==> src/core/twb_pkg.sv <==
// Shared constants and types of the two-wire bus interface.
// Assumes a 40 MHz reference clock and a byte-wide register port.
package twb_pkg;

  // Register byte addresses
  localparam logic [7:0] TWB_ADDR_CR0   = 8'h00;
  localparam logic [7:0] TWB_ADDR_CR1   = 8'h04;
  localparam logic [7:0] TWB_ADDR_CCR   = 8'h08;
  localparam logic [7:0] TWB_ADDR_SR    = 8'h0C;
  localparam logic [7:0] TWB_ADDR_DATA  = 8'h10;
  localparam logic [7:0] TWB_ADDR_IRQST = 8'h14;
  localparam logic [7:0] TWB_ADDR_IRQMK = 8'h18;

  // Field positions
  localparam int TWB_CR0_ICE   = 7;  // interface_enable_bit
  localparam int TWB_CR0_TOEN  = 4;  // timeout detector enable
  localparam int TWB_CR0_TOSH  = 3;  // timeout period select, 1 = short
  localparam int TWB_CCR_ACK_DATA_BIT  = 5;  // ack_data_bit
  localparam int TWB_CKS_W     = 5;  // clock_divider_select width
  localparam int TWB_SR_MST    = 7;  // master_select_bit
  localparam int TWB_SR_TRS    = 6;  // transmit_direction_bit
  localparam int TWB_SR_BUSY   = 5;
  localparam int TWB_SR_AAS    = 4;  // own address matched
  localparam int TWB_SR_LRB    = 0;  // last acknowledge bit seen
  localparam int TWB_IRQ_BYTE  = 0;
  localparam int TWB_IRQ_TOUT  = 1;
  localparam int TWB_IRQ_AL    = 2;
  localparam int TWB_IRQ_NACK  = 3;
  localparam int TWB_IRQ_AAS   = 4;
  localparam int TWB_IRQ_W     = 5;

  // Values after reset
  localparam logic [7:0] TWB_CR0_RST = 8'h00;
  localparam logic [6:0] TWB_SAR_RST = 7'h00;
  localparam logic [5:0] TWB_CCR_RST = 6'h00;

  // Timing: fastest bus clock half period (400 kHz) and derived cycles
  localparam int unsigned TWB_CLK_PERIOD_NS  = 32'h00000019;  // 25 ns
  localparam int unsigned TWB_SCL_HALF_NS    = 32'h000004E2;  // 1250 ns
  localparam int unsigned TWB_HALF_BASE_CYC  =
    (TWB_SCL_HALF_NS + TWB_CLK_PERIOD_NS - 32'h1) / TWB_CLK_PERIOD_NS;
  localparam logic [15:0] TWB_TO_SHORT_CYC   = 16'h0FFF;
  localparam int unsigned TWB_TO_LONG_CYC    = 32'h0000FFFF;

  // Bus line pair carrier
  typedef struct packed {
    logic scl;
    logic sda;
  } twb_line_t;

  typedef enum {SL_IDLE, SL_ADDR, SL_RX, SL_TX, SL_SKIP} twb_sl_state_t;
  typedef enum {M_IDLE, M_START, M_LOW, M_HIGH, M_HOLD, M_STOP} twb_m_state_t;

endpackage : twb_pkg

==> src/core/twb_sync.sv <==
// Two-flop synchroniser for the bus line pair.
// Assumes the lines are asynchronous to the reference clock.
`timescale 1ns/1ps
module twb_sync
  import twb_pkg::*;
(
  // Clock and reset
  input  wire logic      i_ref_clk,
  input  wire logic      i_reset,
  // Lines
  input  wire twb_line_t i_async,
  output twb_line_t      o_sync
);
  twb_line_t meta_q;
  twb_line_t sync_q;

  // First stage feeds only the second stage
  always_ff @(posedge i_ref_clk or posedge i_reset) begin
    if (i_reset) begin
      meta_q <= '1;
      sync_q <= '1;
    end else begin
      meta_q <= i_async;
      sync_q <= meta_q;
    end
  end

  assign o_sync = sync_q;
endmodule : twb_sync

==> src/core/twb_timeout.sv <==
// Bus clock stuck-high detector with long and short periods.
// Assumes i_run is a same-clock level: bus busy and clock line high.
`timescale 1ns/1ps
module twb_timeout
  import twb_pkg::*;
#(
  parameter int unsigned LONG_CYC = TWB_TO_LONG_CYC
) (
  // Clock and reset
  input  wire logic i_ref_clk,
  input  wire logic i_reset,
  // Control
  input  wire logic i_run,
  input  wire logic i_short,
  // Event
  output logic      o_timeout
);
  logic [15:0] cnt_q, cnt_d;
  logic        done_q, done_d;
  logic [15:0] limit;
  logic [16:0] hc_q;

  // Full 16-bit span when long, a shorter span when short
  assign limit = i_short ? TWB_TO_SHORT_CYC : LONG_CYC[15:0];

  always_comb begin
    o_timeout = i_run && !done_q && (cnt_q == limit);
    done_d    = i_run && (done_q || o_timeout);
    cnt_d     = (i_run && !done_q && !o_timeout) ? cnt_q + 16'h0001 : (i_run ? cnt_q : 16'h0000);
  end

  always_ff @(posedge i_ref_clk or posedge i_reset) begin
    if (i_reset) begin
      cnt_q  <= 16'h0000;
      done_q <= 1'b0;
    end else begin
      cnt_q  <= cnt_d;
      done_q <= done_d;
    end
  end

  // Independent run-length counter, read only by the checks below
  always_ff @(posedge i_ref_clk or posedge i_reset) begin
    if (i_reset) hc_q <= 17'h00000;
    else if (!i_run) hc_q <= 17'h00000;
    else if (hc_q != 17'h1FFFF) hc_q <= hc_q + 17'h00001;
  end
endmodule : twb_timeout

==> src/core/twb_top.sv <==
// Two-wire bus interface: slave receive/transmit, transmit-only master,
// clock stuck-high timeout and interrupt status.
// Assumes open-drain lines resolved outside; register port on i_ref_clk.
`timescale 1ns/1ps
// Operation
// - While busy, report timeout when the clock line stays high too long.
// - In slave receive, compare the received address with own address.
// - Period select low picks long 16-bit count, high picks short count.
// - Mid-transfer, only ack data bit may change; others reset clock circuit.
// - Clearing the interface enable bit disables the interface.
// - Arbitration loss clears the master select bit.
// - Not-acknowledge in slave transmit clears the transmit direction bit.
// - Matched address with read bit 1 sets the transmit direction bit.
// - The same events clear the three-bit bit counter field.
module twb_top
  import twb_pkg::*;
#(
  parameter int unsigned TO_LONG_CYC = TWB_TO_LONG_CYC
) (
  // Clock and reset
  input  wire logic       i_ref_clk,
  input  wire logic       i_reset,
  // Register port
  input  wire logic [7:0] i_addr,
  input  wire logic [7:0] i_wdata,
  input  wire logic       i_wr,
  input  wire logic       i_rd,
  output logic [7:0]      o_rdata,
  output logic            o_irq,
  // Bus lines, open drain: output always low, enable pulls
  input  wire twb_line_t  i_pin,
  output twb_line_t       o_pin,
  output twb_line_t       o_pin_oe
);
  twb_line_t       line_s, line_p_q;
  twb_sl_state_t   sl_q, sl_d;
  twb_m_state_t    m_q, m_d;
  logic            en_q, en_d, toen_q, toen_d, tosh_q, tosh_d;
  logic [6:0]      sar_q, sar_d;
  logic [5:0]      ccr_q, ccr_d;
  logic            mst_q, mst_d, trs_q, trs_d, busy_q, busy_d;
  logic            aas_q, aas_d, lrb_q, lrb_d;
  logic [7:0]      data_q, data_d, rx_q, rx_d, shift_q, shift_d, rdata_q, rdata_d;
  logic [2:0]      bc_q, bc_d;
  logic            ackph_q, ackph_d, ninth_q, ninth_d, txp_q, txp_d, stp_q, stp_d;
  logic            scl_oe_q, scl_oe_d, sda_oe_q, sda_oe_d;
  logic [10:0]     div_q, div_d, half;
  logic [TWB_IRQ_W-1:0] ist_q, ist_d, imk_q, imk_d, ev, clr;
  logic            tick, scl_rise, scl_fall, start_c, stop_c, to_pulse, clk_rst;
  logic            addr_hit, sl_nack, arb_lost;
  logic [7:0]      rbyte;

  twb_sync u_sync (
    .i_ref_clk (i_ref_clk),
    .i_reset   (i_reset),
    .i_async   (i_pin),
    .o_sync    (line_s)
  );

  // Stuck-high clock watch runs only while the bus is held busy
  twb_timeout #(.LONG_CYC(TO_LONG_CYC)) u_tout (
    .i_ref_clk (i_ref_clk),
    .i_reset   (i_reset),
    .i_run     (en_q && toen_q && busy_q && line_s.scl),
    .i_short   (tosh_q),
    .o_timeout (to_pulse)
  );

  // Line events from the synchronised copy only
  assign scl_rise = line_s.scl && !line_p_q.scl;
  assign scl_fall = !line_s.scl && line_p_q.scl;
  assign start_c  = line_s.scl && line_p_q.scl && line_p_q.sda && !line_s.sda;
  assign stop_c   = line_s.scl && line_p_q.scl && !line_p_q.sda && line_s.sda;
  assign rbyte    = {shift_q[6:0], line_s.sda};
  assign half     = 11'(TWB_HALF_BASE_CYC * (int'(ccr_q[TWB_CKS_W-1:0]) + 1) - 1);
  assign tick     = (div_q == half);

  // Slave and master qualifiers, shared by logic and checks
  assign addr_hit = en_q && !mst_q && !start_c && !stop_c && (sl_q == SL_ADDR) && scl_rise
                    && !ackph_q && (bc_q == 3'h7) && (rbyte[7:1] == sar_q);
  assign sl_nack  = en_q && !mst_q && !start_c && !stop_c && (sl_q == SL_TX) && scl_rise
                    && ackph_q && line_s.sda;
  assign arb_lost = en_q && mst_q && (m_q == M_HIGH) && tick && line_s.scl && !ackph_q
                    && !sda_oe_q && !line_s.sda;
  assign clk_rst  = i_wr && (i_addr == TWB_ADDR_CCR) && busy_q
                    && (i_wdata[TWB_CKS_W-1:0] != ccr_q[TWB_CKS_W-1:0]);

  // Next-state logic for registers, slave engine and master engine
  always_comb begin
    {en_d, toen_d, tosh_d, sar_d, ccr_d} = {en_q, toen_q, tosh_q, sar_q, ccr_q};
    {mst_d, trs_d, busy_d, aas_d, lrb_d} = {mst_q, trs_q, busy_q, aas_q, lrb_q};
    {data_d, rx_d, shift_d, bc_d} = {data_q, rx_q, shift_q, bc_q};
    {ackph_d, ninth_d, txp_d, stp_d} = {ackph_q, ninth_q, txp_q, stp_q};
    {scl_oe_d, sda_oe_d, sl_d, m_d} = {scl_oe_q, sda_oe_q, sl_q, m_q};
    imk_d = imk_q;
    ev    = '0;
    clr   = '0;
    div_d = tick ? 11'h000 : div_q + 11'h001;
    // Register writes
    if (i_wr) begin
      if (i_addr == TWB_ADDR_CR0) begin
        en_d   = i_wdata[TWB_CR0_ICE];
        toen_d = i_wdata[TWB_CR0_TOEN];
        tosh_d = i_wdata[TWB_CR0_TOSH];
      end else if (i_addr == TWB_ADDR_CR1) begin
        sar_d = i_wdata[7:1];
      end else if (i_addr == TWB_ADDR_CCR) begin
        ccr_d = i_wdata[5:0];
      end else if (i_addr == TWB_ADDR_SR) begin
        if (i_wdata[TWB_SR_MST] && !mst_q && !busy_q && en_q) begin
          mst_d = 1'b1; trs_d = 1'b1; m_d = M_START; div_d = 11'h000; shift_d = data_q;
        end else if (!i_wdata[TWB_SR_MST] && mst_q) begin
          stp_d = 1'b1;
        end
      end else if (i_addr == TWB_ADDR_DATA) begin
        data_d = i_wdata;
        txp_d  = mst_q;
      end else if (i_addr == TWB_ADDR_IRQST) begin
        clr = i_wdata[TWB_IRQ_W-1:0];
      end else if (i_addr == TWB_ADDR_IRQMK) begin
        imk_d = i_wdata[TWB_IRQ_W-1:0];
      end
    end
    // Slave engine, idle while this end is master
    if (!mst_q) begin
      if (start_c) begin
        sl_d = SL_ADDR; bc_d = 3'h0; ackph_d = 1'b0; ninth_d = 1'b0;
        aas_d = 1'b0; busy_d = 1'b1; sda_oe_d = 1'b0;
      end else if (stop_c) begin
        sl_d = SL_IDLE; busy_d = 1'b0; aas_d = 1'b0; sda_oe_d = 1'b0; trs_d = 1'b0;
      end else begin
        case (sl_q)
          SL_ADDR, SL_RX: begin
            if (scl_rise && !ackph_q) begin
              shift_d = rbyte;
              bc_d    = bc_q + 3'h1;
              if (bc_q == 3'h7) begin
                ackph_d = 1'b1;
                if (sl_q == SL_RX) begin
                  rx_d = rbyte; ev[TWB_IRQ_BYTE] = 1'b1;
                end else if (addr_hit) begin
                  aas_d = 1'b1;
                  trs_d = line_s.sda;
                  bc_d  = 3'h0;
                  ev[TWB_IRQ_AAS] = 1'b1;
                end else begin
                  sl_d = SL_SKIP; ackph_d = 1'b0;
                end
              end
            end else if (scl_fall && ackph_q && !ninth_q) begin
              sda_oe_d = (sl_q == SL_ADDR) || !ccr_q[TWB_CCR_ACK_DATA_BIT];
              ninth_d  = 1'b1;
            end else if (scl_fall && ninth_q) begin
              ackph_d = 1'b0; ninth_d = 1'b0; sda_oe_d = 1'b0;
              if (sl_q == SL_ADDR && trs_q) begin
                sl_d = SL_TX; shift_d = data_q; sda_oe_d = !data_q[7];
              end else begin
                sl_d = SL_RX;
              end
            end
          end
          SL_TX: begin
            if (scl_rise && !ackph_q) begin
              shift_d = {shift_q[6:0], 1'b0};
              bc_d    = bc_q + 3'h1;
              if (bc_q == 3'h7) begin
                ackph_d = 1'b1; ev[TWB_IRQ_BYTE] = 1'b1;
              end
            end else if (scl_rise && ackph_q) begin
              lrb_d = line_s.sda; ninth_d = 1'b1;
              if (sl_nack) begin  // Master ends the read: hand the line back
                trs_d = 1'b0;
                bc_d  = 3'h0;
                sl_d  = SL_SKIP; ackph_d = 1'b0; ninth_d = 1'b0;
                ev[TWB_IRQ_NACK] = 1'b1;
              end
            end else if (scl_fall && !ackph_q) begin
              sda_oe_d = !shift_q[7];
            end else if (scl_fall && !ninth_q) begin
              sda_oe_d = 1'b0;
            end else if (scl_fall) begin
              ackph_d = 1'b0; ninth_d = 1'b0; shift_d = data_q; sda_oe_d = !data_q[7];
            end
          end
          default: sda_oe_d = 1'b0;
        endcase
      end
    end else begin
      // Master engine, paced by the divider; clock stretching holds the high phase
      case (m_q)
        M_START: if (tick) begin
          if (!sda_oe_q) begin
            sda_oe_d = 1'b1; busy_d = 1'b1;
          end else begin
            scl_oe_d = 1'b1; m_d = M_LOW; bc_d = 3'h0; ackph_d = 1'b0;
          end
        end
        M_LOW: if (tick) begin
          sda_oe_d = !ackph_q && !shift_q[7];
          scl_oe_d = 1'b0;
          m_d      = M_HIGH;
        end
        M_HIGH: begin
          if (!line_s.scl) begin
            div_d = 11'h000;
          end else if (tick) begin
            scl_oe_d = 1'b1;
            m_d      = M_LOW;
            if (arb_lost) begin
              mst_d = 1'b0;
              trs_d = 1'b0;
              bc_d  = 3'h0;
              scl_oe_d = 1'b0; sda_oe_d = 1'b0; m_d = M_IDLE;
              ev[TWB_IRQ_AL] = 1'b1;
            end else if (!ackph_q) begin
              shift_d = {shift_q[6:0], 1'b0};
              bc_d    = bc_q + 3'h1;
              ackph_d = (bc_q == 3'h7);
            end else begin
              lrb_d   = line_s.sda;
              ackph_d = 1'b0;
              m_d     = M_HOLD;
              ev[TWB_IRQ_BYTE] = 1'b1;
              ev[TWB_IRQ_NACK] = line_s.sda;
            end
          end
        end
        M_HOLD: begin
          // Clock held low until software supplies the next byte or asks to stop
          div_d = 11'h000;
          if (txp_q) begin
            shift_d = data_q; txp_d = 1'b0; m_d = M_LOW;
          end else if (stp_q) begin
            sda_oe_d = 1'b1; stp_d = 1'b0; m_d = M_STOP;
          end
        end
        M_STOP: if (tick) begin
          if (scl_oe_q) begin
            scl_oe_d = 1'b0;
          end else if (line_s.scl) begin
            sda_oe_d = 1'b0; mst_d = 1'b0; trs_d = 1'b0; busy_d = 1'b0; m_d = M_IDLE;
          end
        end
        default: m_d = M_IDLE;
      endcase
    end
    // Divider rewrite mid-transfer restarts the clock circuit and drops the transfer
    if (clk_rst) begin
      div_d = 11'h000; m_d = M_IDLE; mst_d = 1'b0;
      scl_oe_d = 1'b0; sda_oe_d = 1'b0; bc_d = 3'h0; sl_d = SL_SKIP;
    end
    // Disabled interface lets go of both lines and forgets its state
    if (!en_q) begin
      sl_d = SL_IDLE; m_d = M_IDLE; mst_d = 1'b0; trs_d = 1'b0; busy_d = 1'b0;
      aas_d = 1'b0; bc_d = 3'h0; scl_oe_d = 1'b0; sda_oe_d = 1'b0;
      ackph_d = 1'b0; ninth_d = 1'b0; txp_d = 1'b0; stp_d = 1'b0;
    end
    ev[TWB_IRQ_TOUT] = to_pulse;
    // Set wins over a same-cycle clear
    ist_d = (ist_q & ~clr) | ev;
    // Read data, valid the cycle after the read strobe
    rdata_d = 8'h00;
    if (i_rd) begin
      if (i_addr == TWB_ADDR_CR0) rdata_d = {en_q, 2'h0, toen_q, tosh_q, 3'h0} | {5'h00, bc_q};
      else if (i_addr == TWB_ADDR_CR1) rdata_d = {sar_q, 1'b0};
      else if (i_addr == TWB_ADDR_CCR) rdata_d = {2'h0, ccr_q};
      else if (i_addr == TWB_ADDR_SR) rdata_d = {mst_q, trs_q, busy_q, aas_q, 3'h0, lrb_q};
      else if (i_addr == TWB_ADDR_DATA) rdata_d = rx_q;
      else if (i_addr == TWB_ADDR_IRQST) rdata_d = {3'h0, ist_q};
      else if (i_addr == TWB_ADDR_IRQMK) rdata_d = {3'h0, imk_q};
    end
  end

  // State registers
  always_ff @(posedge i_ref_clk or posedge i_reset) begin
    if (i_reset) begin
      {en_q, toen_q, tosh_q} <= {TWB_CR0_RST[TWB_CR0_ICE], TWB_CR0_RST[TWB_CR0_TOEN], TWB_CR0_RST[TWB_CR0_TOSH]};
      sar_q <= TWB_SAR_RST;
      ccr_q <= TWB_CCR_RST;
      {mst_q, trs_q, busy_q, aas_q, lrb_q} <= 5'h00;
      {data_q, rx_q, shift_q, rdata_q} <= 32'h00000000;
      bc_q <= 3'h0;
      {ackph_q, ninth_q, txp_q, stp_q, scl_oe_q, sda_oe_q} <= 6'h00;
      sl_q <= SL_IDLE;
      m_q  <= M_IDLE;
      div_q <= 11'h000;
      ist_q <= '0;
      imk_q <= '0;
      line_p_q <= '1;
    end else begin
      {en_q, toen_q, tosh_q} <= {en_d, toen_d, tosh_d};
      sar_q <= sar_d;
      ccr_q <= ccr_d;
      {mst_q, trs_q, busy_q, aas_q, lrb_q} <= {mst_d, trs_d, busy_d, aas_d, lrb_d};
      {data_q, rx_q, shift_q, rdata_q} <= {data_d, rx_d, shift_d, rdata_d};
      bc_q <= bc_d;
      {ackph_q, ninth_q, txp_q, stp_q, scl_oe_q, sda_oe_q} <= {ackph_d, ninth_d, txp_d, stp_d, scl_oe_d, sda_oe_d};
      sl_q <= sl_d;
      m_q  <= m_d;
      div_q <= div_d;
      ist_q <= ist_d;
      imk_q <= imk_d;
      line_p_q <= line_s;
    end
  end

  // Outputs
  assign o_rdata  = rdata_q;
  assign o_irq    = |(ist_q & imk_q);
  assign o_pin    = '0;
  assign o_pin_oe = '{scl: scl_oe_q, sda: sda_oe_q};
endmodule : twb_top

==> config.mk <==
export PLATFORM = sky130hd
export DESIGN_NAME = twb_top
export DESIGN_NICKNAME = d
export VERILOG_FILES = /design/src/core/twb_pkg.sv /design/src/core/twb_sync.sv /design/src/core/twb_timeout.sv /design/src/core/twb_top.sv
export SDC_FILE = /design/constraint.sdc
export NUM_CORES = 1
export LEC_CHECK = 0
export ABC_CLOCK_PERIOD_IN_PS = 6300
export BUFFER_PORTS_ARGS = -buffer_cell sky130_fd_sc_hd__buf_2
export CAP_MARGIN = 5
export CORE_ASPECT_RATIO = 0.75
export CORE_MARGIN = 10
export CORE_UTILIZATION = 30
export CTS_CLUSTER_DIAMETER = 120
export CTS_CLUSTER_SIZE = 30
export DETAILED_ROUTE_END_ITERATION = 6
export PLACE_DENSITY = 0.48
export SYNTH_ARGS = -nofsm -noshare
export SYNTH_HDL_FRONTEND = slang
export SYNTH_SLANG_ARGS = --single-unit
export TNS_END_PERCENT = 50
==> constraint.sdc <==
create_clock -name i_ref_clk -period 6.3 [get_ports i_ref_clk]
set_clock_uncertainty 0.15 [all_clocks]
set_input_delay 0.63 -clock i_ref_clk [delete_from_list [all_inputs] [get_ports i_ref_clk]]
set_output_delay 0.63 -clock i_ref_clk [all_outputs]
set_load 0.005 [all_outputs]
# Word level (Yosys, flattened, before mapping)
# Index checks and enable logic that the tools add are counted.
[totals]
regBits = 170
in_bits = 22
word_cells = 558
[op_classes]
n_addsub = 5
mul = 1
eq_ne = 109
mux = 306
bitwise_logic = 14
reduce_logical = 89
[ops]
columns = ["op", "n"]
rows = [
  ["2-to-1 mux 32 bit", 33],
  ["2-to-1 mux 8 bit", 29],
  ["2-to-1 mux 1 bit", 179],
  ["== test 32 x 2 -> 1 bit, second input constant", 5],
  ["== test 32 x 3 -> 1 bit, second input constant", 5],
  ["case mux 32 bit (5 select lines)", 1],
  ["2-to-1 mux 11 bit", 10],
  ["inequality test 7 bit, second input constant", 14],
  ["inequality test 5 bit, second input constant", 13],
  ["== test 32 x 1 -> 1 bit, second input constant", 2],
  ["case mux 32 bit (2 select lines)", 1],
  ["2-to-1 mux 3 bit", 20],
  ["inequality test 4 bit, second input constant", 14],
  ["inequality test 6 bit, second input constant", 9],
  ["logical AND 1 bit", 49],
  ["2-to-1 mux 16 bit", 3],
  ["2-to-1 mux 5 bit", 9],
  ["case mux 8 bit (2 select lines)", 2],
  ["AND reduction 16 bit", 2],
  ["== test 8 x 5 -> 1 bit, second input constant", 3],
  ["inequality test 4 x 1 -> 1 bit, second input constant", 6],
  ["case mux 11 bit (2 select lines)", 1],
  ["AND reduction 7 bit", 3],
  ["AND reduction 10 bit", 2],
  ["other kinds (50)", 109],
]

# Logic depth before layout (Yosys ltp)
# Gate-level depths: netlist of run 1.
[depth]
word_depth = 21
depth_mapped = 18
depth_no_buf = 15

# Modules after synthesis
# From an unflattened synthesis of run 1, not the netlist that was laid out.
[unflattened]
hier_cells = 954
hier_area_um2 = 8866.0
[by_module_without_submodules]
columns = ["module", "instances", "cells_each", "area_per_inst_um2", "seq_area_each_um2"]
rows = [
  ["twb_top", 1, 835, 7678.6, 3005.4],
  ["twb_timeout", 1, 114, 1078.5, 425.4],
  ["twb_sync", 1, 5, 108.9, 105.1],
]

# Least setup slack after synthesis of run 1
# No wires, ideal clock.
[synth_path]
path_kind = "flip-flop to flip-flop"
startpoint = "register ccr_q[1]"
endpoint = "register shift_q[5]"
setup_ns = 0.077
arrival_time_ns = 4.081
t_required_ns = 6.073
setup_slack_ns = 1.993
stages_incl_launch_ff = 17
cell_sequence = "dfrtp_1 > ha_1 > nand3_1 > xnor2_1 > inv_1 > ha_1 > inv_1 > ha_1 > ha_1 > ha_1 > xnor3_1 > nand3_1 > a2111oi_4 > and3_1 > buf_2 > mux2_1 > o21ai_1"
[synth_between]
elab_chain_len = 14
[synth_rtl]
columns = ["item", "line", "source"]
rows = [
  ["start, declared", "twb_top.sv:40", "logic [5:0] ccr_q, ccr_d;"],
  ["start signal, assigned", "twb_top.sv:293", "ccr_q <= ccr_d;"],
  ["adder 5 x 1 -> 6 bit (*)", "twb_top.sv:75", "assign half = 11'(TWB_HALF_BASE_CYC * (int'(ccr_q[TWB_CKS_W-1:0]) + 1) - 1);"],
  ["multiplier 5 x 6 -> 10 bit (*)", "twb_top.sv:75", ""],
  ["subtractor 11 x 1 -> 11 bit (*)", "twb_top.sv:75", ""],
  ["== test 11 bit (*)", "twb_top.sv:76", "assign tick = (div_q == half);"],
  ["logical AND 1 bit (3 in series)", "twb_top.sv:83", "assign arb_lost = en_q && mst_q && (m_q == M_HIGH) && tick && line_s.scl && !ackph_q"],
  ["logical AND 1 bit (2 in series)", "twb_top.sv:84", "&& !sda_oe_q && !line_s.sda;"],
  ["2-to-1 mux 8 bit", "twb_top.sv:209", "if (arb_lost) begin"],
  ["2-to-1 mux 8 bit (*)", "twb_top.sv:206", "end else if (tick) begin"],
  ["2-to-1 mux 8 bit (*)", "twb_top.sv:204", "if (!line_s.scl) begin"],
  ["case mux 8 bit (2 select lines) (*)", "twb_top.sv:190", "case (m_q)"],
  ["2-to-1 mux 8 bit (*)", "twb_top.sv:125", "if (!mst_q) begin"],
  ["net shift_d[5]", "twb_top.sv:43", "logic [7:0] data_q, data_d, rx_q, rx_d, shift_q, shift_d, rdata_q, rdata_d;"],
  ["end signal, assigned", "twb_top.sv:295", "{data_q, rx_q, shift_q, rdata_q} <= {data_d, rx_d, shift_d, rdata_d};"],
  ["end, declared", "twb_top.sv:43", ""],
]
# The timed path passes the listed nets; every way through them passes the cells marked *.
# A chain may end at the register's enable or synchronous reset.

# Worst setup path after layout of run 1
[layout_path]
startpoint = "register ccr_q[0]"
endpoint = "register div_q[0]"
[layout_between]
elab_chain_len = 15
elab_cells_between_ends = 17
[layout_rtl]
columns = ["item", "line", "source"]
rows = [
  ["adder 5 x 1 -> 6 bit", "twb_top.sv:75", ""],
  ["multiplier 5 x 6 -> 10 bit", "twb_top.sv:75", ""],
  ["subtractor 11 x 1 -> 11 bit", "twb_top.sv:75", ""],
  ["== test 11 bit", "twb_top.sv:76", ""],
  ["2-to-1 mux 11 bit", "twb_top.sv:98", "div_d = tick ? 11'h000 : div_q + 11'h001;"],
  ["2-to-1 mux 11 bit", "twb_top.sv:110", "if (i_wdata[TWB_SR_MST] && !mst_q && !busy_q && en_q) begin"],
  ["2-to-1 mux 11 bit", "twb_top.sv:109", "end else if (i_addr == TWB_ADDR_SR) begin"],
  ["2-to-1 mux 11 bit", "twb_top.sv:107", "end else if (i_addr == TWB_ADDR_CCR) begin"],
  ["2-to-1 mux 11 bit", "twb_top.sv:105", "end else if (i_addr == TWB_ADDR_CR1) begin"],
  ["2-to-1 mux 11 bit", "twb_top.sv:101", "if (i_addr == TWB_ADDR_CR0) begin"],
  ["2-to-1 mux 11 bit", "twb_top.sv:100", "if (i_wr) begin"],
  ["2-to-1 mux 11 bit", "twb_top.sv:204", ""],
  ["case mux 11 bit (2 select lines)", "twb_top.sv:190", ""],
  ["2-to-1 mux 11 bit", "twb_top.sv:125", ""],
  ["2-to-1 mux 11 bit (*)", "twb_top.sv:248", "if (clk_rst) begin"],
  ["net div_d[0]", "twb_top.sv:47", "logic [10:0] div_q, div_d, half;"],
  ["end signal, assigned", "twb_top.sv:300", "div_q <= div_d;"],
  ["end, declared", "twb_top.sv:47", ""],
]
# Marked as above.

==> impl_metrics.tcl, run 1 <==
set metrics [dict create \
    r2r_end "div_q[0]$_DFF_PP0_" \
    dieArea_um2 36630 \
    final.setup.tns_ps 0 \
    rows 54 \
    status "finished, final reports clean" \
    htree_levels 4 \
    place_congestion 0.9013 \
    track_usage 0.1532 \
    ios 35 \
    r2r-start "ccr_q[0]$_DFFE_PP0P_" \
    ys_ff_latch 141 \
    core_um2 28990 \
    holdPathEnd "u_sync.meta_q[0]$_DFF_PP1_" \
    clock_latency_ps 440 \
    synthFlopType "dfrtp_1" \
    die_width_um 217.7 \
    min_path_cells 1 \
    reg2reg_depth 14 \
    period_share 0.8007 \
    antenna_found_initial 1 \
    syn_inst 934 \
    multi_input_area_um2 4940 \
    wl_um 28030 \
    yosysSeqAreaShare 0.4022 \
    stdcell_area_um2 9853 \
    setup_violations 0 \
    synth_area_um2 8792 \
    worst-slew-pin-transition_ps 1161 \
    grt_pass1_wl_um 44010 \
    start_util 0.3033 \
    drc 0 \
    dp_slack_ps 1253 \
    cts_max_path_buffers 2 \
    port_buffers 32 \
    final_net_count 990 \
    avgRoutedWirePerCell_um 20.80 \
    clkTransAtPathRegs_ps 70 \
    syn_to_final_growth_pct 12.07 \
    p_leak_nw 4.350 \
    wl_met3_um 2355 \
    grt_pass1_vias 7138 \
    synth.distinct_cells 88 \
    drtIter0Drc 868 \
    fillerInstances 2938 \
    final_cell_mix "135 x dfrtp_1, 80 x nand2_1, 79 x nor2_1" \
    start_kind "register" \
    fin_total_pwr_mw 2.288 \
    critPathKind "reg -> reg" \
    synth_area_per_cell_um2 9.413 \
    async_reset_ff_frac 1.000 \
    wl_met2_um 11320 \
    yosys_warnings 0 \
    ant_nets 0 \
    slew_headroom 0.2197 \
    post_cts_resized 0 \
    cts_buffers 17 \
    cap_violations 0 \
    cp_data_arrival_time_ps 5240 \
    viasPerCell 5.496 \
    dp_hpwl_um 20220 \
    routed.top_layer "met5" \
    die_h_um 168.3 \
    place_area_um2 9296 \
    overflow 0 \
    ctsHoldBuffers 0 \
    final-max-slew-violation-count 0 \
    power.density_nw_per_um2 232.3 \
    grt_max_degree 82 \
    cts_tree "yes" \
    seqCellArea_um2 3536 \
    final_common_cell "dfrtp_1" \
    required_ps 6500 \
    ctsRootBufferMaster "clkbuf_16" \
    num_vias 7408 \
    ir_drop_v 0.0001965 \
    wl_met1_um 14080 \
    layout-drive-gt1-share 0.1517 \
    drt_pass1_iterations 6 \
    cts.sinks 141 \
    reg2reg_slack_ps 1260 \
    crit_path_end_kind "register" \
    fin_ws_ps 1256 \
    cts_setup_buffers 0 \
    worstPathMaxFanout 16 \
    finalCriticalPeriod_ps 5044 \
    max_freq_ghz 0.1983 \
    grt_setup_unrepaired "false" \
    hp-start "i_pin[0]" \
    hp-class "in -> reg" \
    diodes 0 \
    hold_slack_ps 146.7 \
    synth_edf_count 0 \
    hold_viol_final 0 \
]
[critical path, cell delays in order, from the launching register on]
cell       delay [ps]
dfrtp_1           600
ha_1              350
nand3_1           120
xnor2_1           380
ha_1              310
ha_1              270
ha_1              270
ha_1              320
nor3b_2           270
nor2_2            110
nor4_4            330
xnor3_2           540
nand3_1           120
o2111ai_1         520
nor2_1            270
[stage by stage]
step	cells	utilization
floorplan	935	-
global placement	1317	0.3207
detailed placement	1317	0.3207
CTS	1348	0.3399
global route	1348	0.3399
finish	1348	0.3399
[synthesized netlist by cell type, drive strengths merged, types with 5 or more instances]
library cell / number / area share
mux2: 44 / 0.056
nand3: 37 / 0.021
a31oi: 26 / 0.019
dfstp: 6 / 0.018
nand2b: 10 / 0.0071
inv: 23 / 0.0098
a41oi: 5 / 0.0050
clkbuf: 35 / 0.015
a21boi: 5 / 0.0043
nor3: 28 / 0.016
dfrtp: 135 / 0.38
o31ai: 7 / 0.0060
a221oi: 7 / 0.0070
a211oi: 6 / 0.0057
o22ai: 6 / 0.0043
o2111ai: 6 / 0.0080
xor2: 26 / 0.026
buf: 17 / 0.012
ha: 23 / 0.033
nor4: 11 / 0.010
and3: 21 / 0.015
a21oi: 41 / 0.024
o21a: 5 / 0.0043
mux2i: 17 / 0.019
nor2: 80 / 0.034
and2: 33 / 0.023
nor2b: 15 / 0.011
o21ai: 36 / 0.020
or3: 6 / 0.0043
xnor2: 29 / 0.031
o221ai: 5 / 0.0050
nand2: 80 / 0.034
nand4: 19 / 0.014
o211ai: 13 / 0.011
[worst max-delay path by stage]
stage                         startpoint              endpoint  slack (ps)  depth (start not counted)
detailed placement  ccr_q[0]$_DFFE_PP0P_    div_q[0]$_DFF_PP0_        1250                         14
global placement    ccr_q[0]$_DFFE_PP0P_  shift_q[5]$_DFF_PP0_        1370                         15
CTS                 ccr_q[0]$_DFFE_PP0P_    div_q[0]$_DFF_PP0_        1230                         14
global route        ccr_q[0]$_DFFE_PP0P_    div_q[0]$_DFF_PP0_         820                         14
finish              ccr_q[0]$_DFFE_PP0P_    div_q[0]$_DFF_PP0_        1260                         14
floorplan                        i_reset     aas_q$_DFFE_PP0P_        1750                          1
[sequential cells by signal (all words and copies together) (netlist names), 5 cells and up]
register and flops:
ist_q 5, div_q 11, o_rdata 8, u_tout.cnt_q 16, imk_q 5, m_q 32
data_q 8, shift_q 8, sar_q 7, rx_q 8, ccr_q 6
[layout make-up]
type	count	area share
Clock buffer	19	0.04495
Clock inverter	12	0.01156
Inverter	24	0.009651
Multi-Input combinational cell	718	0.5013
Sequential cell	141	0.3589
Tap cell	392	0.04978
Timing Repair Buffer	42	0.02387
[cell families after synthesis]
| group | count (synthesis) | synth area share |
|---|---|---|
| AO/OA/AOI/OAI | 212 | 0.1721 |
| XOR/XNOR | 59 | 0.06745 |
| adder cells (fa/ha/maj) | 24 | 0.03501 |
| buffers and inverters | 76 | 0.03771 |
| flip-flops | 141 | 0.4022 |
| multiplexers | 61 | 0.07571 |
| other | 1 | 0.0004265 |
| AND/OR/NAND/NOR | 360 | 0.2095 |
[power breakdown]
part / internal, mW / leakage (nW) / switching, mW / total, mW
combinational: 0.120 / 2.18 / 0.172 / 0.292
clock: 0.554 / 0.262 / 0.428 / 0.982
sequential: 0.945 / 1.91 / 0.0693 / 1.01
total: 1.62 / 4.35 / 0.669 / 2.29
[per-layer routing]
layer / vias up / global-route usage
li1: 3443 / -
met1: 3606 / 0.2311
met2: 329 / 0.2090
met3: 28 / 0.04244
met4: 2 / 0.03245
met5: - / 0
Note: power is estimated with default switching activity, not from simulation.
==> run 2, diff against run 1 <==
ABC_AREA = 1   (was unset)
ABC_CLOCK_PERIOD_IN_PS = 4700   (was 6300)
clock period = 4.7 ns   (was 6.3 ns; I/O delays follow)
==> run 2 against run 1 <==
  * Core utilization up 0.24 points
  * First-iteration DRC count shrank 15%
  * Routed wire length up 9.9%
  * Critical endpoint is now shift_q[1]$_DFF_PP0_
  * Highest routed layer is now met4
==> impl_metrics.tcl, run 2 <==
set metrics [dict create \
    synth_area_um2 9464 \
    synth_top_area_frac 0.3570 \
    synthFlopType "dfrtp_1" \
    reg2reg_depth 23 \
    htree_levels 4 \
    drt_pass1_iterations 5 \
    grt_pass1_wl_um 48960 \
    slew_headroom 0.3550 \
    stdcell_area_um2 10670 \
    async_reset_ff_frac 1.000 \
    hold_viol_final 0 \
    track_usage 0.1602 \
    synth_largest_area_cell "dfrtp_1" \
    die_width_um 225.1 \
    cts_buffers 17 \
    p_sw_mw 1.119 \
    cap_violations 0 \
    syn_to_final_growth_pct 12.77 \
    clkPwrFrac 0.384 \
    ir_drop_v 0.0001817 \
    port_buffers 32 \
    hp-class "in -> async" \
    wl_um 30810 \
    synthTopCellsByArea "dfrtp_1 36%, nand2_1 11%, inv_1 7.4%" \
    synth_area_per_cell_um2 7.252 \
    cts_max_path_buffers 2 \
    p_leak_nw 5.049 \
    final-max-slew-violation-count 0 \
    switching_share 0.3259 \
    final_net_count 1384 \
    diodes 0 \
    drc 0 \
    syn_inst 1305 \
    ys_ff_latch 141 \
    clkTransAtPathRegs_ps 60 \
    die_h_um 173.8 \
    final_util 0.3423 \
    worstPathMaxFanout 12 \
    r2r_end "shift_q[1]$_DFF_PP0_" \
    ctsRootBufferMaster "clkbuf_16" \
    start_util 0.3035 \
    fillerInstances 3310 \
    layout-drive-gt1-share 0.1177 \
    synth_top_cells_by_count "288 x nand2_1, 187 x inv_1, 135 x dfrtp_1" \
    regMostFlops "m_q" \
    cts_tree "yes" \
    crit_path_end_kind "register" \
    dp_hpwl_um 22750 \
    p_comb_frac 0.210 \
    critPathKind "reg -> reg" \
    yosysMostFrequentCell "nand2_1" \
    required_ps 4940 \
    synth_edf_count 0 \
    place_area_um2 10020 \
    worst-slew-pin-transition_ps 959.5 \
    seqCellArea_um2 3537 \
    r2r-start "ccr_q[0]$_DFFE_PP0P_" \
    pwr-share-seq 0.406 \
    multi_input_area_um2 4965 \
    p_int_mw 2.314 \
    grt_pass1_vias 8327 \
    largest_reg_flops 32 \
    drtIter0Drc 734 \
    cts.sinks 141 \
    reg_top3 "m_q x32, u_tout.cnt_q x16, div_q x11" \
    cp_data_arrival_time_ps 4550 \
    fin_total_pwr_mw 3.432 \
    avgRoutedWirePerCell_um 17.54 \
    max_freq_ghz 0.2318 \
    viasPerCell 5.058 \
    setup_violations 0 \
    overflow 0 \
    power.density_nw_per_um2 321.6 \
    final.setup.tns_ps 0 \
    clock_latency_ps 450 \
    place_congestion 0.8885 \
    yosysSeqAreaShare 0.3736 \
    hold_slack_ps 49.57 \
    reg2reg_slack_ps 390 \
    core_um2 31180 \
    final_cell_mix "288 x nand2_1, 186 x inv_1, 134 x dfrtp_1" \
    grt_max_degree 93 \
    ios 35 \
    ant_nets 0 \
    start_kind "register" \
    final_common_cell "nand2_1" \
    finalCriticalPeriod_ps 4314 \
    dieArea_um2 39130 \
    yosys_warnings 0 \
    synth.distinct_cells 63 \
    period_share 0.9179 \
    num_vias 8887 \
    status "finished, final reports clean" \
    rows 56 \
    antenna_found_initial 0 \
]
==> run 2: cell types whose count changed in the layout (fill, tap and decap cells not counted), moves of 17 or more <==
cell,before,now
nand2_1,80,288
nand3_1,37,92
mux2_2,43,0
xnor2_1,28,7
and3_1,21,0
and2_1,33,0
nor2_1,79,104
nor4_1,9,33
o21ai_0,35,102
a21oi_1,40,68
mux2i_1,17,0
a31oi_1,26,8
inv_1,22,186
==> run 2: through the flow <==
stage	cells	setup WS, ps
after floorplan	1306	308.7
after global placement	1717	381.7
after detailed placement	1717	265.9
after CTS	1751	253.3
after global routing	1757	-1.993
final	1757	385.7
==> run 2: area by class of cell <==
cell class	count	share of cell area
timing repair buffer	53	0.03142
tap	406	0.04760
clock inverter	7	0.005862
multi-input combinational	922	0.4652
clock buffer	25	0.04642
sequential	141	0.3314
inverter	203	0.07210
==> run 2: cell families after synthesis <==
| logic type | Yosys count | share of synthesized area |
|---|---|---|
| flops | 141 | 0.3736 |
| buf+inv | 243 | 0.1042 |
| simple gates | 620 | 0.3107 |
| xor+xnor | 27 | 0.02499 |
| compound gates | 249 | 0.1536 |
| other cells | 1 | 0.0003962 |
| fa+ha+maj | 24 | 0.03252 |
==> run 2: layer usage <==
metal	share of wire	up-vias	GRT usage
met3	0.077	32	0.04649
met4	0.016	0	0.04858
met2	0.40	298	0.2112
li1	-	4406	-
met5	0	-	0
met1	0.51	4151	0.2408
==> run 2: critical path, stage by stage, from the launching register on <==
cell and delay, ps:
dfrtp_1 350, buf_4 220, inv_2 90, ha_1 370, inv_1 60, ha_1 180, ha_1 290, ha_1 280
ha_1 430, nand3_1 160, nand3_1 120, nand2_1 80, nand3_1 70, nand2_1 70, nand2_1 100, nand3_2 130
nor2_8 200, nand4_4 260, buf_4 240, nand3_1 100, nand3_1 90, nand2_1 80, nand2_1 40, nand2_1 80
==> run 2: how the worst max path moves through the flow <==
stage	end	slack (ps)	from
floorplan	aas_q$_DFFE_PP0P_	310	i_reset
global placement	shift_q[0]$_DFF_PP0_	380	ccr_q[2]$_DFFE_PP0P_
detailed placement	shift_q[6]$_DFF_PP0_	270	ccr_q[2]$_DFFE_PP0P_
CTS	shift_q[6]$_DFF_PP0_	250	ccr_q[2]$_DFFE_PP0P_
global route	shift_q[5]$_DFF_PP0_	-2	ccr_q[0]$_DFFE_PP0P_
finish	shift_q[1]$_DFF_PP0_	390	ccr_q[0]$_DFFE_PP0P_
==> run 2: power groups by stage <==
| stage | clock (mW) | sequential [mW] | combinational, mW |
|---|---|---|---|
| detailed placement | 0 | 1.41 | 0.713 |
| global placement | 0 | 1.41 | 0.711 |
| CTS | 1.36 | 1.39 | 0.718 |
| global route | 1.41 | 1.40 | 0.823 |
| floorplan | 0 | 1.37 | 0.545 |
| finish | 1.32 | 1.39 | 0.721 |
==> run 2: repair_timing <==
item                                   in CTS  in global routing
endpoints found under the hold margin       2                  0
hold buffers                                2                  0
gates resized for setup                     0                  4
buffers inserted                            0                  6
setup endpoints to repair                   0                 17
==> run 3, diff against run 2 <==
REMOVE_ABC_BUFFERS = 1   (was unset)
==> run 3 against run 2 <==
  * Sequential power hardly changed
  * Design area about the same
  * Non-clock buffer count down 4
  * Combinational power grew 0.8%
  * Critical path type unchanged
  * Global-route usage is 0.25 points lower
==> impl_metrics.tcl, run 3 (same netlist as run 2, synthesis figures left out) <==
set metrics [dict create \
    status "finished, final reports clean" \
    dieArea_um2 39130 \
    drtIter0Drc 1075 \
    track_usage 0.1578 \
    hold_slack_ps 12.09 \
    syn_to_final_growth_pct 12.88 \
    drc 0 \
    slew_headroom 0.4633 \
    cp_data_arrival_time_ps 4520 \
    p_leak_nw 5.045 \
    cts_buffers 17 \
    avgRoutedWirePerCell_um 17.62 \
    critPathKind "reg -> reg" \
    max_freq_ghz 0.2313 \
    largest_reg_flops 32 \
    die_h_um 173.8 \
    p_int_mw 2.423 \
    ios 35 \
    final_util 0.3426 \
    start_kind "register" \
    grt_pass1_wl_um 48510 \
    p_comb_frac 0.203 \
    r2r-start "ccr_q[0]$_DFFE_PP0P_" \
    required_ps 4900 \
    grt_pass1_vias 8196 \
    stdcell_area_um2 10680 \
    cts_tree "yes" \
    switching_share 0.3229 \
    hold_viol_final 0 \
    clock_latency_ps 440 \
    core_um2 31180 \
    grt_setup_unrepaired "false" \
    rows 56 \
    diodes 0 \
    viasPerCell 5.167 \
    dp_slack_ps 284.8 \
    crit_path_end_kind "register" \
    layout-drive-gt1-share 0.1144 \
    antenna_found_initial 0 \
    ctsRootBufferMaster "clkbuf_16" \
    cts_max_path_buffers 2 \
    dpl.cell_count 1716 \
    ant_nets 0 \
    htree_levels 4 \
    cts.sinks 141 \
    dp_hpwl_um 22850 \
    port_buffers 32 \
    ir_drop_v 0.0001847 \
    worst-slew-pin-transition_ps 805.1 \
    regMostFlops "m_q" \
    reg2reg_slack_ps 380 \
    drt_pass1_iterations 6 \
    final_cell_mix "288 x nand2_1, 186 x inv_1, 134 x dfrtp_1" \
    final_net_count 1380 \
    pwr-share-seq 0.389 \
    num_vias 9053 \
    clkPwrFrac 0.408 \
    reg2reg_depth 21 \
    final_common_cell "nand2_1" \
    hp-class "in -> async" \
    place_area_um2 10010 \
    instances_no_fill 1752 \
    finalCriticalPeriod_ps 4323 \
    place_congestion 0.9068 \
    start_util 0.3035 \
    fin_ws_ps 377.1 \
    power.density_nw_per_um2 335.0 \
    fin_total_pwr_mw 3.579 \
    r2r_end "shift_q[3]$_DFF_PP0_" \
    final-max-slew-violation-count 0 \
    setup_violations 0 \
    grt_max_degree 84 \
    period_share 0.9198 \
    final.setup.tns_ps 0 \
    clkTransAtPathRegs_ps 70 \
    cap_violations 0 \
    overflow 0 \
    reg_top3 "m_q x32, u_tout.cnt_q x16, div_q x11" \
    wl_um 30870 \
    worstPathMaxFanout 13 \
    die_width_um 225.1 \
    p_sw_mw 1.156 \
]
run 3: cell count changes in the layout (fill, tap and decap cells not counted):
cell	delta
buf_12	-1
ha_1	+1
clkbuf_1	-2
inv_6	+2
xor2_1	+1
clkinvlp_4	+1
clkbuf_8	-4
xor2_2	-1
ha_2	-1
clkinv_2	-5
bufinv_16	+3
buf_4	-3
clkinv_4	+4
run 3: worst max path at each step:
stage | start | to
floorplan | i_reset | aas_q$_DFFE_PP0P_
global placement | ccr_q[0]$_DFFE_PP0P_ | shift_q[0]$_DFF_PP0_
detailed placement | ccr_q[2]$_DFFE_PP0P_ | shift_q[0]$_DFF_PP0_
CTS | ccr_q[2]$_DFFE_PP0P_ | shift_q[0]$_DFF_PP0_
global route | ccr_q[3]$_DFFE_PP0P_ | shift_q[0]$_DFF_PP0_
finish | ccr_q[0]$_DFFE_PP0P_ | shift_q[3]$_DFF_PP0_
run 3: final cells by class:
cell class	instances	area, um2
Clock buffer	19	432.9
Clock inverter	12	187.7
Fill cell	3356	20500
Inverter	203	769.5
Multi-Input combinational cell	922	4955
Sequential cell	141	3537
Tap cell	406	508.0
Timing Repair Buffer	49	292.8
run 3: what timing repair did:
item                       CTS  global route
setup endpoints to repair    0            14
resized for setup            0             2
hold endpoints to repair     2             0
setup buffers                0             3
hold buffers                 2             0
run 3: routing by layer:
metal | share of wire | GRT usage | up-vias
met5 | 0 | 0 | -
met4 | 0.0066 | 0.03201 | 0
met3 | 0.079 | 0.03736 | 16
met2 | 0.39 | 0.2066 | 329
met1 | 0.53 | 0.2489 | 4304
li1 | - | - | 4404
run 3: worst max-delay path, cell delays in order, from the launching register on:
cell	delay, ps
dfrtp_1	350
buf_4	230
inv_2	90
ha_1	380
inv_1	60
ha_1	180
ha_1	290
ha_1	280
ha_1	410
nand3_1	170
nand3_1	130
nand2_1	90
nand3_1	70
nand2_1	70
nand2_1	110
nand3_2	130
nor2_8	200
nand4_4	250
buf_4	240
nand3_1	70
nand3_1	80
a22oi_1	180
run 3: power by group through the flow:
| stage | Sequential (mW) | Clock, mW | Combinational (mW) |
|---|---|---|---|
| 5_1_grt | 1.40 | 1.56 | 0.812 |
| 4_1_cts | 1.39 | 1.50 | 0.724 |
| 2_1_floorplan | 1.37 | 0 | 0.533 |
| 6_report | 1.39 | 1.46 | 0.727 |
| 3_5_place_dp | 1.41 | 0 | 0.720 |
| 3_3_place_gp | 1.41 | 0 | 0.718 |
